## config.mk

```make
export PLATFORM = sky130hd
export DESIGN_NAME = ffc_top
export DESIGN_NICKNAME = d
export VERILOG_FILES = /design/src/logic/ffc_pkg.sv /design/src/logic/ffc_level.sv /design/src/logic/ffc_top.sv
export SDC_FILE = /design/constraint.sdc
export NUM_CORES = 1
export LEC_CHECK = 0
export ABC_AREA = 1
export BUFFER_PORTS_ARGS = -buffer_cell sky130_fd_sc_hd__buf_2
export CAP_MARGIN = 40
export CELL_PAD_IN_SITES_DETAIL_PLACEMENT = 0
export CELL_PAD_IN_SITES_GLOBAL_PLACEMENT = 1
export CORE_MARGIN = 2
export CORE_UTILIZATION = 41
export CTS_CLUSTER_SIZE = 16
export DETAILED_ROUTE_END_ITERATION = 12
export PLACE_DENSITY = 0.85
export SYNTH_ARGS = -nofsm -noshare
export SYNTH_HDL_FRONTEND = slang
export SYNTH_SLANG_ARGS = --single-unit
export TNS_END_PERCENT = 30
```

## constraint.sdc

```tcl
create_clock -name clk -period 3.5 [get_ports clk]
set_input_delay 0.35 -clock clk [delete_from_list [all_inputs] [get_ports clk]]
set_output_delay 0.35 -clock clk [all_outputs]
set_load 0.02 [all_outputs]
```

## src/logic/ffc_pkg.sv

```systemverilog
// Package for the format and filter control register bank.
// Assumes a classic Wishbone slave with 32-bit data and byte addresses.
package ffc_pkg;
  // Register byte offsets
  localparam logic [3:0] FFC_OFS_LEFT = 4'h0;
  localparam logic [3:0] FFC_OFS_RIGHT = 4'h4;
  localparam logic [3:0] FFC_OFS_CTRL = 4'h8;
  localparam logic [3:0] FFC_OFS_STATUS = 4'hC;
  // Control word fields
  localparam int FFC_BIT_FAMILY = 0;
  localparam int FFC_BIT_POL = 1;
  localparam int FFC_BIT_COUPLE = 2;
  localparam int FFC_BIT_ROLL = 3;
  localparam int FFC_BIT_CKDIV = 4;
  localparam int FFC_BIT_SF_LO = 5;
  localparam int FFC_CTRL_W = 16;
  // Reset values
  localparam logic [15:0] FFC_CTRL_RST = 16'h0000;
  localparam logic [7:0] FFC_LEVEL_RST = 8'hFF;
  // De-emphasis rate codes
  localparam logic [1:0] FFC_SF_441 = 2'h0;
  localparam logic [1:0] FFC_SF_RSVD = 2'h1;
  localparam logic [1:0] FFC_SF_48 = 2'h2;
  localparam logic [1:0] FFC_SF_32 = 2'h3;
  // Attenuation step is 0.5 dB per count; full scale code
  localparam logic [7:0] FFC_LEVEL_FULL = 8'hFF;
  localparam logic [7:0] FFC_LEVEL_MUTE = 8'h00;
endpackage

```

## src/logic/ffc_level.sv

```systemverilog
// Per-channel attenuation decode from a level value.
// Assumes inputs on the same clock; output registered by the caller.
`timescale 1ns/1ns
`default_nettype none
module ffc_level
  import ffc_pkg::*;
(
  input wire logic [7:0] level,
  output logic [7:0] atten_half_db,
  output logic mute
);
  always_comb begin
    atten_half_db = FFC_LEVEL_FULL - level;
    mute = (level == FFC_LEVEL_MUTE);
  end
endmodule
`default_nettype wire

```

## src/logic/ffc_top.sv

```systemverilog
// Format and filter control register bank with attenuator level decode.
// Assumes a classic Wishbone master on clk; all inputs are synchronous.
//
// What this block does
// - Family bit 0 selects standard or left-justified input, 1 selects I2S.
// - Polarity bit 0 means word-select high is left, 1 reverses it.
// - Coupling bit 1 makes both channels use the left level, 0 keeps them independent.
// - Roll-off bit 0 selects sharp response, 1 selects slow response.
// - Clock-out bit selects full or half crystal clock frequency.
// - Rate code 00 is 44.1 kHz, 10 is 48 kHz, 11 is 32 kHz, 01 reserved.
// - Attenuation is 0.5 dB times (255 - level), level 00h mutes.
// - Independent mode takes each channel level from its own field.
`timescale 1ns/1ns
`default_nettype none
module ffc_top
  import ffc_pkg::*;
(
  input wire logic clk,
  input wire logic reset_n,
  input wire logic clk_en,
  input wire logic wb_cyc_i,
  input wire logic wb_stb_i,
  input wire logic wb_we_i,
  input wire logic [3:0] wb_adr_i,
  input wire logic [31:0] wb_dat_i,
  input wire logic [3:0] wb_sel_i,
  output logic [31:0] wb_dat_o,
  output logic wb_ack_o,
  output logic i2s_family,
  output logic left_when_high,
  output logic slow_rolloff,
  output logic clock_out_half,
  output logic deemph_441,
  output logic deemph_48,
  output logic deemph_32,
  output logic [7:0] left_atten,
  output logic [7:0] right_atten,
  output logic left_mute,
  output logic right_mute
);
  ////////////////////////////////////////////////////////////////////////////
  typedef struct packed {
    logic [31:0] dat;
    logic ack;
    logic [15:0] ctrl;
    logic [7:0] left_level;
    logic [7:0] right_level;
    logic i2s_family;
    logic left_when_high;
    logic slow_rolloff;
    logic clock_out_half;
    logic deemph_441;
    logic deemph_48;
    logic deemph_32;
    logic [7:0] left_atten;
    logic [7:0] right_atten;
    logic left_mute;
    logic right_mute;
  } ffc_state_t;

  ffc_state_t st;
  ffc_state_t next_st;
  logic [7:0] eff_right;
  logic [1:0][7:0] lvl_src;
  wire logic [1:0][7:0] att;
  wire logic [1:0] mute_v;
  logic wr_hit;
  logic [1:0] sf;

  ////////////////////////////////////////////////////////////////////////////
  // level source
  assign eff_right = st.ctrl[FFC_BIT_COUPLE] ? st.left_level : st.right_level;
  assign sf = st.ctrl[FFC_BIT_SF_LO +: 2];
  assign wr_hit = wb_cyc_i && wb_stb_i && !st.ack;

  assign lvl_src = {eff_right, st.left_level};
  for (genvar ch = 0; ch < 2; ch++) begin : g_chan
    ffc_level ffc_level_i (
      .level(lvl_src[ch]),
      .atten_half_db(att[ch]),
      .mute(mute_v[ch])
    );
  end

  ////////////////////////////////////////////////////////////////////////////
  always_comb begin
    next_st = st;
    // One wait-free ack, dropped the cycle after
    next_st.ack = wr_hit;
    if (wr_hit) begin
      next_st.dat = 32'h0000_0000;
      if (wb_we_i) begin
        case (wb_adr_i)
          FFC_OFS_LEFT: if (wb_sel_i[0]) next_st.left_level = wb_dat_i[7:0];
          FFC_OFS_RIGHT: if (wb_sel_i[0]) next_st.right_level = wb_dat_i[7:0];
          FFC_OFS_CTRL: begin
            if (wb_sel_i[0]) next_st.ctrl[7:0] = wb_dat_i[7:0];
            if (wb_sel_i[1]) next_st.ctrl[15:8] = wb_dat_i[15:8];
          end
          default: ;
        endcase
      end else begin
        case (wb_adr_i)
          FFC_OFS_LEFT: next_st.dat = {24'h000000, st.left_level};
          FFC_OFS_RIGHT: next_st.dat = {24'h000000, st.right_level};
          FFC_OFS_CTRL: next_st.dat = {16'h0000, st.ctrl};
          // Live state: decoded attenuations and mutes
          FFC_OFS_STATUS: next_st.dat = {14'h0000, st.right_mute, st.left_mute,
                                         st.right_atten, st.left_atten};
          default: next_st.dat = 32'h0000_0000;
        endcase
      end
    end
    next_st.i2s_family = st.ctrl[FFC_BIT_FAMILY];
    next_st.left_when_high = !st.ctrl[FFC_BIT_POL];
    next_st.slow_rolloff = st.ctrl[FFC_BIT_ROLL];
    next_st.clock_out_half = st.ctrl[FFC_BIT_CKDIV];
    // rate decode; reserved code drives none
    next_st.deemph_441 = (sf == FFC_SF_441);
    next_st.deemph_48 = (sf == FFC_SF_48);
    next_st.deemph_32 = (sf == FFC_SF_32);
    next_st.left_atten = att[0];
    next_st.right_atten = att[1];
    next_st.left_mute = mute_v[0];
    next_st.right_mute = mute_v[1];
  end

  always_ff @(posedge clk or negedge reset_n) begin
    if (!reset_n) begin
      st <= '{dat: 32'h0000_0000, ack: 1'b0, ctrl: FFC_CTRL_RST,
              left_level: FFC_LEVEL_RST, right_level: FFC_LEVEL_RST,
              i2s_family: 1'b0, left_when_high: 1'b1, slow_rolloff: 1'b0,
              clock_out_half: 1'b0, deemph_441: 1'b1, deemph_48: 1'b0,
              deemph_32: 1'b0, left_atten: 8'h00, right_atten: 8'h00,
              left_mute: 1'b0, right_mute: 1'b0};
    end else if (clk_en) begin
      st <= next_st;
    end
  end

  assign wb_dat_o = st.dat;
  assign wb_ack_o = st.ack;
  assign i2s_family = st.i2s_family;
  assign left_when_high = st.left_when_high;
  assign slow_rolloff = st.slow_rolloff;
  assign clock_out_half = st.clock_out_half;
  assign deemph_441 = st.deemph_441;
  assign deemph_48 = st.deemph_48;
  assign deemph_32 = st.deemph_32;
  assign left_atten = st.left_atten;
  assign right_atten = st.right_atten;
  assign left_mute = st.left_mute;
  assign right_mute = st.right_mute;

  ////////////////////////////////////////////////////////////////////////////
  // Assertions, gated on clk_en since state freezes otherwise
  property p_family;
    @(posedge clk) disable iff (!reset_n)
      clk_en ##1 clk_en |-> i2s_family == $past(st.ctrl[FFC_BIT_FAMILY]);
  endproperty
  a_family: assert property (p_family) else $error("family mismatch");

  property p_polarity;
    @(posedge clk) disable iff (!reset_n)
      clk_en ##1 clk_en |-> left_when_high != $past(st.ctrl[FFC_BIT_POL]);
  endproperty
  a_polarity: assert property (p_polarity) else $error("polarity wrong");

  property p_couple;
    @(posedge clk) disable iff (!reset_n)
      clk_en && st.ctrl[FFC_BIT_COUPLE] ##1 clk_en |->
        right_atten == FFC_LEVEL_FULL - $past(st.left_level);
  endproperty
  a_couple: assert property (p_couple) else $error("coupling wrong");

  property p_roll;
    @(posedge clk) disable iff (!reset_n)
      clk_en ##1 clk_en |-> slow_rolloff == $past(st.ctrl[FFC_BIT_ROLL]);
  endproperty
  a_roll: assert property (p_roll) else $error("rolloff wrong");

  property p_ckdiv;
    @(posedge clk) disable iff (!reset_n)
      clk_en ##1 clk_en |-> clock_out_half == $past(st.ctrl[FFC_BIT_CKDIV]);
  endproperty
  a_ckdiv: assert property (p_ckdiv) else $error("clock divide wrong");

  property p_rate;
    @(posedge clk) disable iff (!reset_n)
      clk_en && sf == FFC_SF_48 ##1 clk_en |-> deemph_48 && !deemph_441 && !deemph_32;
  endproperty
  a_rate: assert property (p_rate) else $error("rate decode wrong");

  property p_mute;
    @(posedge clk) disable iff (!reset_n)
      clk_en && st.left_level == FFC_LEVEL_MUTE ##1 clk_en |-> left_mute;
  endproperty
  a_mute: assert property (p_mute) else $error("mute missing");

  property p_indep;
    @(posedge clk) disable iff (!reset_n)
      clk_en && !st.ctrl[FFC_BIT_COUPLE] ##1 clk_en |->
        right_atten == FFC_LEVEL_FULL - $past(st.right_level);
  endproperty
  a_indep: assert property (p_indep) else $error("independent wrong");

  property p_ack_once;
    @(posedge clk) disable iff (!reset_n)
      clk_en && wb_ack_o ##1 clk_en |-> !wb_ack_o;
  endproperty
  a_ack_once: assert property (p_ack_once) else $error("ack held");

  c_write_ctrl: cover property (@(posedge clk) disable iff (!reset_n)
    wb_ack_o && wb_we_i && wb_adr_i == FFC_OFS_CTRL);
  c_coupled: cover property (@(posedge clk) disable iff (!reset_n)
    st.ctrl[FFC_BIT_COUPLE] && right_mute);
  c_rate32: cover property (@(posedge clk) disable iff (!reset_n) deemph_32);
  c_frozen_req: cover property (@(posedge clk) disable iff (!reset_n)
    !clk_en && wb_cyc_i && wb_stb_i);
endmodule
`default_nettype wire

```

==> results of run 1 <==
power by group through the flow:
stage / sequential (W) / clock, W / combinational (W)
final: 0.000980 / 0.000884 / 0.000237
after global routing: 0.000987 / 0.000939 / 0.000268
after CTS: 0.000980 / 0.000904 / 0.000242
after detailed placement: 0.000996 / 0 / 0.000241
after global placement: 0.000995 / 0 / 0.000234
after floorplan: 0.000987 / 0 / 0.000182
through the flow:
step                      instances  setup slack (ps)  total power, W  hold slack, ps  instance area (µm²)
after floorplan                 495              2130         0.00117            54.4                 3990
after global placement          633              1550         0.00123             459                 4070
after detailed placement        634              1510         0.00124             397                 4090
after CTS                       650              1870         0.00213            11.7                 4360
after global routing            650              1620         0.00219            7.70                 4360
final                           650              1870         0.00210           -10.2                 4360
worst max-delay path: stages:
cell and delay, ps:
buf_2 130, nor2_8 400, inv_1 180, nor2_2 500
o21ai_0 220, nand2_1 120
flip-flops by register name, summed over array words and instances (netlist names):
name,flops
clock_out_half,1
deemph_32,1
deemph_441,1
deemph_48,1
i2s_family,1
left_atten,8
left_mute,1
left_when_high,1
lvl_src,8
next_st,3
right_atten,8
right_mute,1
sf,2
slow_rolloff,1
st,19
wb_ack_o,1
wb_dat_o,18
cells in the final DEF (no fill, tap or decap), types with 4 or more instances in the layout:
cell | synthesis | routed
inv_1 | 29 | 29
nor2_4 | 4 | 4
nand2_1 | 186 | 186
nor2_2 | 4 | 4
buf_2 | 3 | 71
dfrtp_1 | 58 | 58
dfstp_2 | 18 | 18
o21ai_2 | 8 | 8
nor2_1 | 5 | 5
o21ai_0 | 50 | 50
bufinv_16 | 0 | 4
conb_1 | 1 | 14
nand3_1 | 37 | 37
inv_2 | 4 | 4
clkbuf_8 | 0 | 10
worst paths after layout:
kind | endpoint | slack, ps | cells past startpoint
min in group clk | st[28] | 230 | 3
worst max register to register | wb_dat_o[7] | 1890 | 5
worst min-delay path | sf[0] | -10 | 2
worst min register to register | wb_dat_o[6] | 480 | 2
worst max-delay path | wb_dat_o[7] | 1870 | 6
max in group asynchronous | lvl_src[1] | 2910 | 3
cell usage after synthesis, drive strengths merged:
master    n
inv      34
a21oi     1
o31ai     1
nand4     1
nand3    38
nand3b    1
nand2   188
nor2     15
o21ai    59
dfrtp    58
buf      57
nor3      1
clkbuf    7
dfstp    18
conb      1
a31oi     2
kinds of logic (layout without fill, tap and decap cells):
family	count (synthesis)	in the layout	share of synthesized area, %
other	1	14	0.0952
buffers and inverters	98	124	14.7
AND/OR/NAND/NOR	244	244	27.5
flip-flops	76	76	48.8
AO/OA/AOI/OAI	63	63	8.89
final cells by class:
class                      instances  share of cell area, %
inverter                          34                   2.99
tap                              129                   3.70
clock buffer                      12                   3.33
multi-input combinational        321                   34.1
sequential                        76                   44.2
timing repair buffer              74                   8.96
clock inverter                     4                   2.76
layer usage:
metal | vias to the layer above | part of all wire (%)
met5 | - | 0
met4 | 0 | 1.3
met3 | 9 | 6.4
met2 | 102 | 45
met1 | 1434 | 47
li1 | 1524 | -
==> results.cfg, run 1 <==
[floorplan]
dieHeight_um = 102
coreArea_mm2 = 0.00928
die_x_um = 102
initial_core_util_pct = 42.4
rows = 35
ios = 104
dieArea_mm2 = 0.0104

[synthesis]
synthTopCellsByArea = dfrtp_1 37%, nand2_1 18%, dfstp_2 12%
syn_inst = 482
yosys.cell_types.count = 29
synth_top_area_share_pct = 36.8
synth_seq_cells = 76
seq_area_frac_synth_pct = 48.8
synth_area_mm2 = 0.00394
synth_area_leader_cell = dfrtp_1
synth-warning-count = 0
syn_avg_cell_area_um2 = 8.17

[detailed_routing]
drc = 0
wire_per_inst_um = 13.9
ant_nets = 0
vias = 3069
drt_first_iter_violations = 175
wl_mm = 9.05
avgViaCountPerCell = 4.72
firstDrtPassIters = 7

[clock_tree]
hold_buffers = 0
clock_path_buffers = 2
cts_max_level = 3
cts_made_buffers = 9
clock_sinks = 76
post_cts_resized = 0
clk_pin_slew_ps = 80
cts_root_buf = clkbuf_8
cts_tree = yes
post_cts_buffers = 0
clk_latency_ps = 350

[power]
intPower_w = 0.00157
pwr-share-clk_pct = 42.1
power_density_mw_per_mm2 = 482
switchingPower_w = 0.000530
p_leak_nw = 2.43
ir_worst_vdd_mv = 0.173
pwr-share-comb_pct = 11.3
seqPwrFrac_pct = 46.6
p_sw_share_pct = 25.2

[setup_path]
startpoint_type = input port
rr_startpoint = wb_ack_o
arrival_ps = 1910
cp_max_fo = 36
path_class = in -> reg
startpoint = wb_adr_i[1]
cp.required_ps = 3780
critPathCaptureType = register

[timing]
grt_setup_unrepaired = false
setup_viol = 0
slew_headroom_pct = 61.9
timing.final.crit_period_ps = 1630
max_freq_mhz = 615
finalHoldViolCount = 5
tightest_slew_ps = 571
period_share_pct = 46.5
setup_tns_ps = 0
clock_skew_ps = 6.70
slew_violations = 0
fin_hold_ws_ps = -10.2

[final_layout]
fin_util_pct = 46.9
multiInputGateArea_mm2 = 0.00149
syn_to_final_growth_pct = 10.6
n_fill_cell = 943
drive_above_1_share_pct = 25.5
antennaDiodeCount = 0
nNetsFinal = 562
seq_area_mm2 = 0.00192

[hold_path]
min-delay-path-class = in -> async

[grt]
overflow = 0
antenna_found_initial = 0
grt_use_met1_pct = 26.3
met2_usage_pct = 28.8
gr-usage-all-layers_pct = 18.7
grt_max_degree = 37
grt_most_used_layer = met2
use_met3_pct = 4.79
grt_pass1_vias = 2904
grt_pass1_wl_mm = 14.8

[place]
gp_congestion = 0.853
numPortBuffers = 71
dp_hpwl_mm = 6.71

[outcome]
run_status = finished with violations
violations = hold timing

[flow_run]
max-cap-violations = 0
Note: power is estimated with default switching activity, not from simulation.
==> inputs of run 2 (changes only) <==
- CORE_UTILIZATION: 41 -> 35
- PLACE_DENSITY: 0.85 -> 0.78
- clock period: 3.5 -> 1.4 ns (I/O delays scaled with it)
==> results.cfg, run 2 (synthesized netlist as in run 1, its figures left out) <==
[outcome]
run_status = complete, no violations

[grt]
overflow = 0
antenna_found_initial = 0
gr-usage-all-layers_pct = 16.7
grt_pass1_vias = 3014
grt_pass1_wl_mm = 15.2
grt_max_degree = 77

[final_layout]
drive_above_1_share_pct = 28.3
top_register = st
largest_register_ffs = 19
antennaDiodeCount = 0
syn_to_final_growth_pct = 16.0
final_cell_mix = 186 x nand2_1, 71 x buf_2, 58 x dfrtp_1
nNetsFinal = 581
layout_commonest_cell = nand2_1

[power]
p_sw_share_pct = 26.3
ir_worst_vdd_mv = 0.544
pwr-share-clk_pct = 44.5
intPower_w = 0.00409
switchingPower_w = 0.00146
pwr-share-comb_pct = 11.3
power_density_mw_per_mm2 = 1210
p_leak_nw = 2.56
seqPwrFrac_pct = 44.3

[timing]
fin_hold_ws_ps = 30.8
slew_violations = 0
grt_setup_unrepaired = false
max_freq_mhz = 747
setup_tns_ps = 0
timing.final.crit_period_ps = 1340
finalHoldViolCount = 0
clock_skew_ps = 3.25
period_share_pct = 95.6
setup_viol = 0

[place]
gp_congestion = 0.886
dp_hpwl_mm = 6.87
numPortBuffers = 71

[setup_path]
timing.rr.end = right_mute
critPathCaptureType = register
rr_startpoint = st[43]
r2r_cells = 5
reg2reg_slack_ps = 60
arrival_ps = 1620
path_class = reg -> reg
cp.required_ps = 1680
startpoint_type = register
cp_max_fo = 16

[detailed_routing]
wire_per_inst_um = 14.0
wl_mm = 9.52
drc = 0
ant_nets = 0
firstDrtPassIters = 5
vias = 3144
drt_first_iter_violations = 237
avgViaCountPerCell = 4.62

[hold_path]
min_path_cells = 3
min_from = wb_dat_i[3]
min-delay-path-class = in -> reg
whs_endpoint = st[28]

[clock_tree]
post_cts_resized = 0
clock_sinks = 76
cts_tree = yes
clk_latency_ps = 340
clock_path_buffers = 2
cts_max_level = 3
clk_pin_slew_ps = 60
cts_made_buffers = 9
cts_root_buf = clkbuf_16

[floorplan]
die_x_um = 110
dieArea_mm2 = 0.0121
rows = 38
dieHeight_um = 110
coreArea_mm2 = 0.0109
initial_core_util_pct = 36.0
ios = 104

[flow_run]
max-cap-violations = 0
==> run 2: cell type report <==
type                       instances  area, µm²
clock buffer                       9        225
clock inverter                     7       91.3
fill                            1123       6360
inverter                          34        130
multi-input combinational        322       1500
sequential                        76       1920
tap                              140        175
timing repair buffer              92        528
==> run 2: worst max path at each step <==
stage	from	endpoint	slack, ps	cells after the start
after floorplan	wb_ack_o	st[31]	30	7
after global placement	wb_ack_o	lvl_src[3]	90	5
after detailed placement	wb_ack_o	lvl_src[6]	30	5
after CTS	wb_ack_o	st[30]	50	6
after global routing	st[43]	right_mute	2	7
final	st[43]	right_mute	60	5
==> run 2: worst max-delay path, stage by stage, from the launching register on <==
cell and delay, ps:
dfrtp_1 540, o21ai_0 380, nand2_1 90, nor2_1 150, nand2_1 70, nand2_1 50
==> run 2: power groups by stage <==
stage / clock [W] / sequential (W) / combinational (W)
after floorplan: 0 / 0.00247 / 0.000455
after global placement: 0 / 0.00249 / 0.000615
after global routing: 0.00262 / 0.00248 / 0.000703
after detailed placement: 0 / 0.00249 / 0.000622
after CTS: 0.00251 / 0.00246 / 0.000627
final: 0.00247 / 0.00246 / 0.000627
==> run 2: stage by stage <==
step           total power, W  util [%]  area, µm²  std cells  worst slack, ps
2_1_floorplan         0.00292         -       3990        495             26.8
3_3_place_gp          0.00311      38.5       4210        659             94.8
3_5_place_dp          0.00312      38.5       4210        659             28.7
4_1_cts               0.00560      41.6       4550        678             45.5
5_1_grt               0.00580      41.8       4570        680             2.00
6_report              0.00555      41.8       4570        680             61.4
==> run 2: timing repair <==
action / 4_1_cts / 5_1_grt
endpoints found under the hold margin: 58 / 0
gates cloned: 0 / 1
setup endpoints to repair: 1 / 17
hold buffers: 1 / 0
pin swaps: 1 / 2
buffers inserted: 2 / 1
==> run 2: per-layer routing <==
layer / wire, µm / track usage, % / share of wire [%] / vias to the layer above
li1: - / - / - / 1578
met1: 4710 / 23.3 / 49 / 1463
met2: 4050 / 24.1 / 43 / 87
met3: 513 / 3.59 / 5.4 / 16
met4: 247 / 9.02 / 2.6 / 0
met5: 0 / 0 / 0 / -
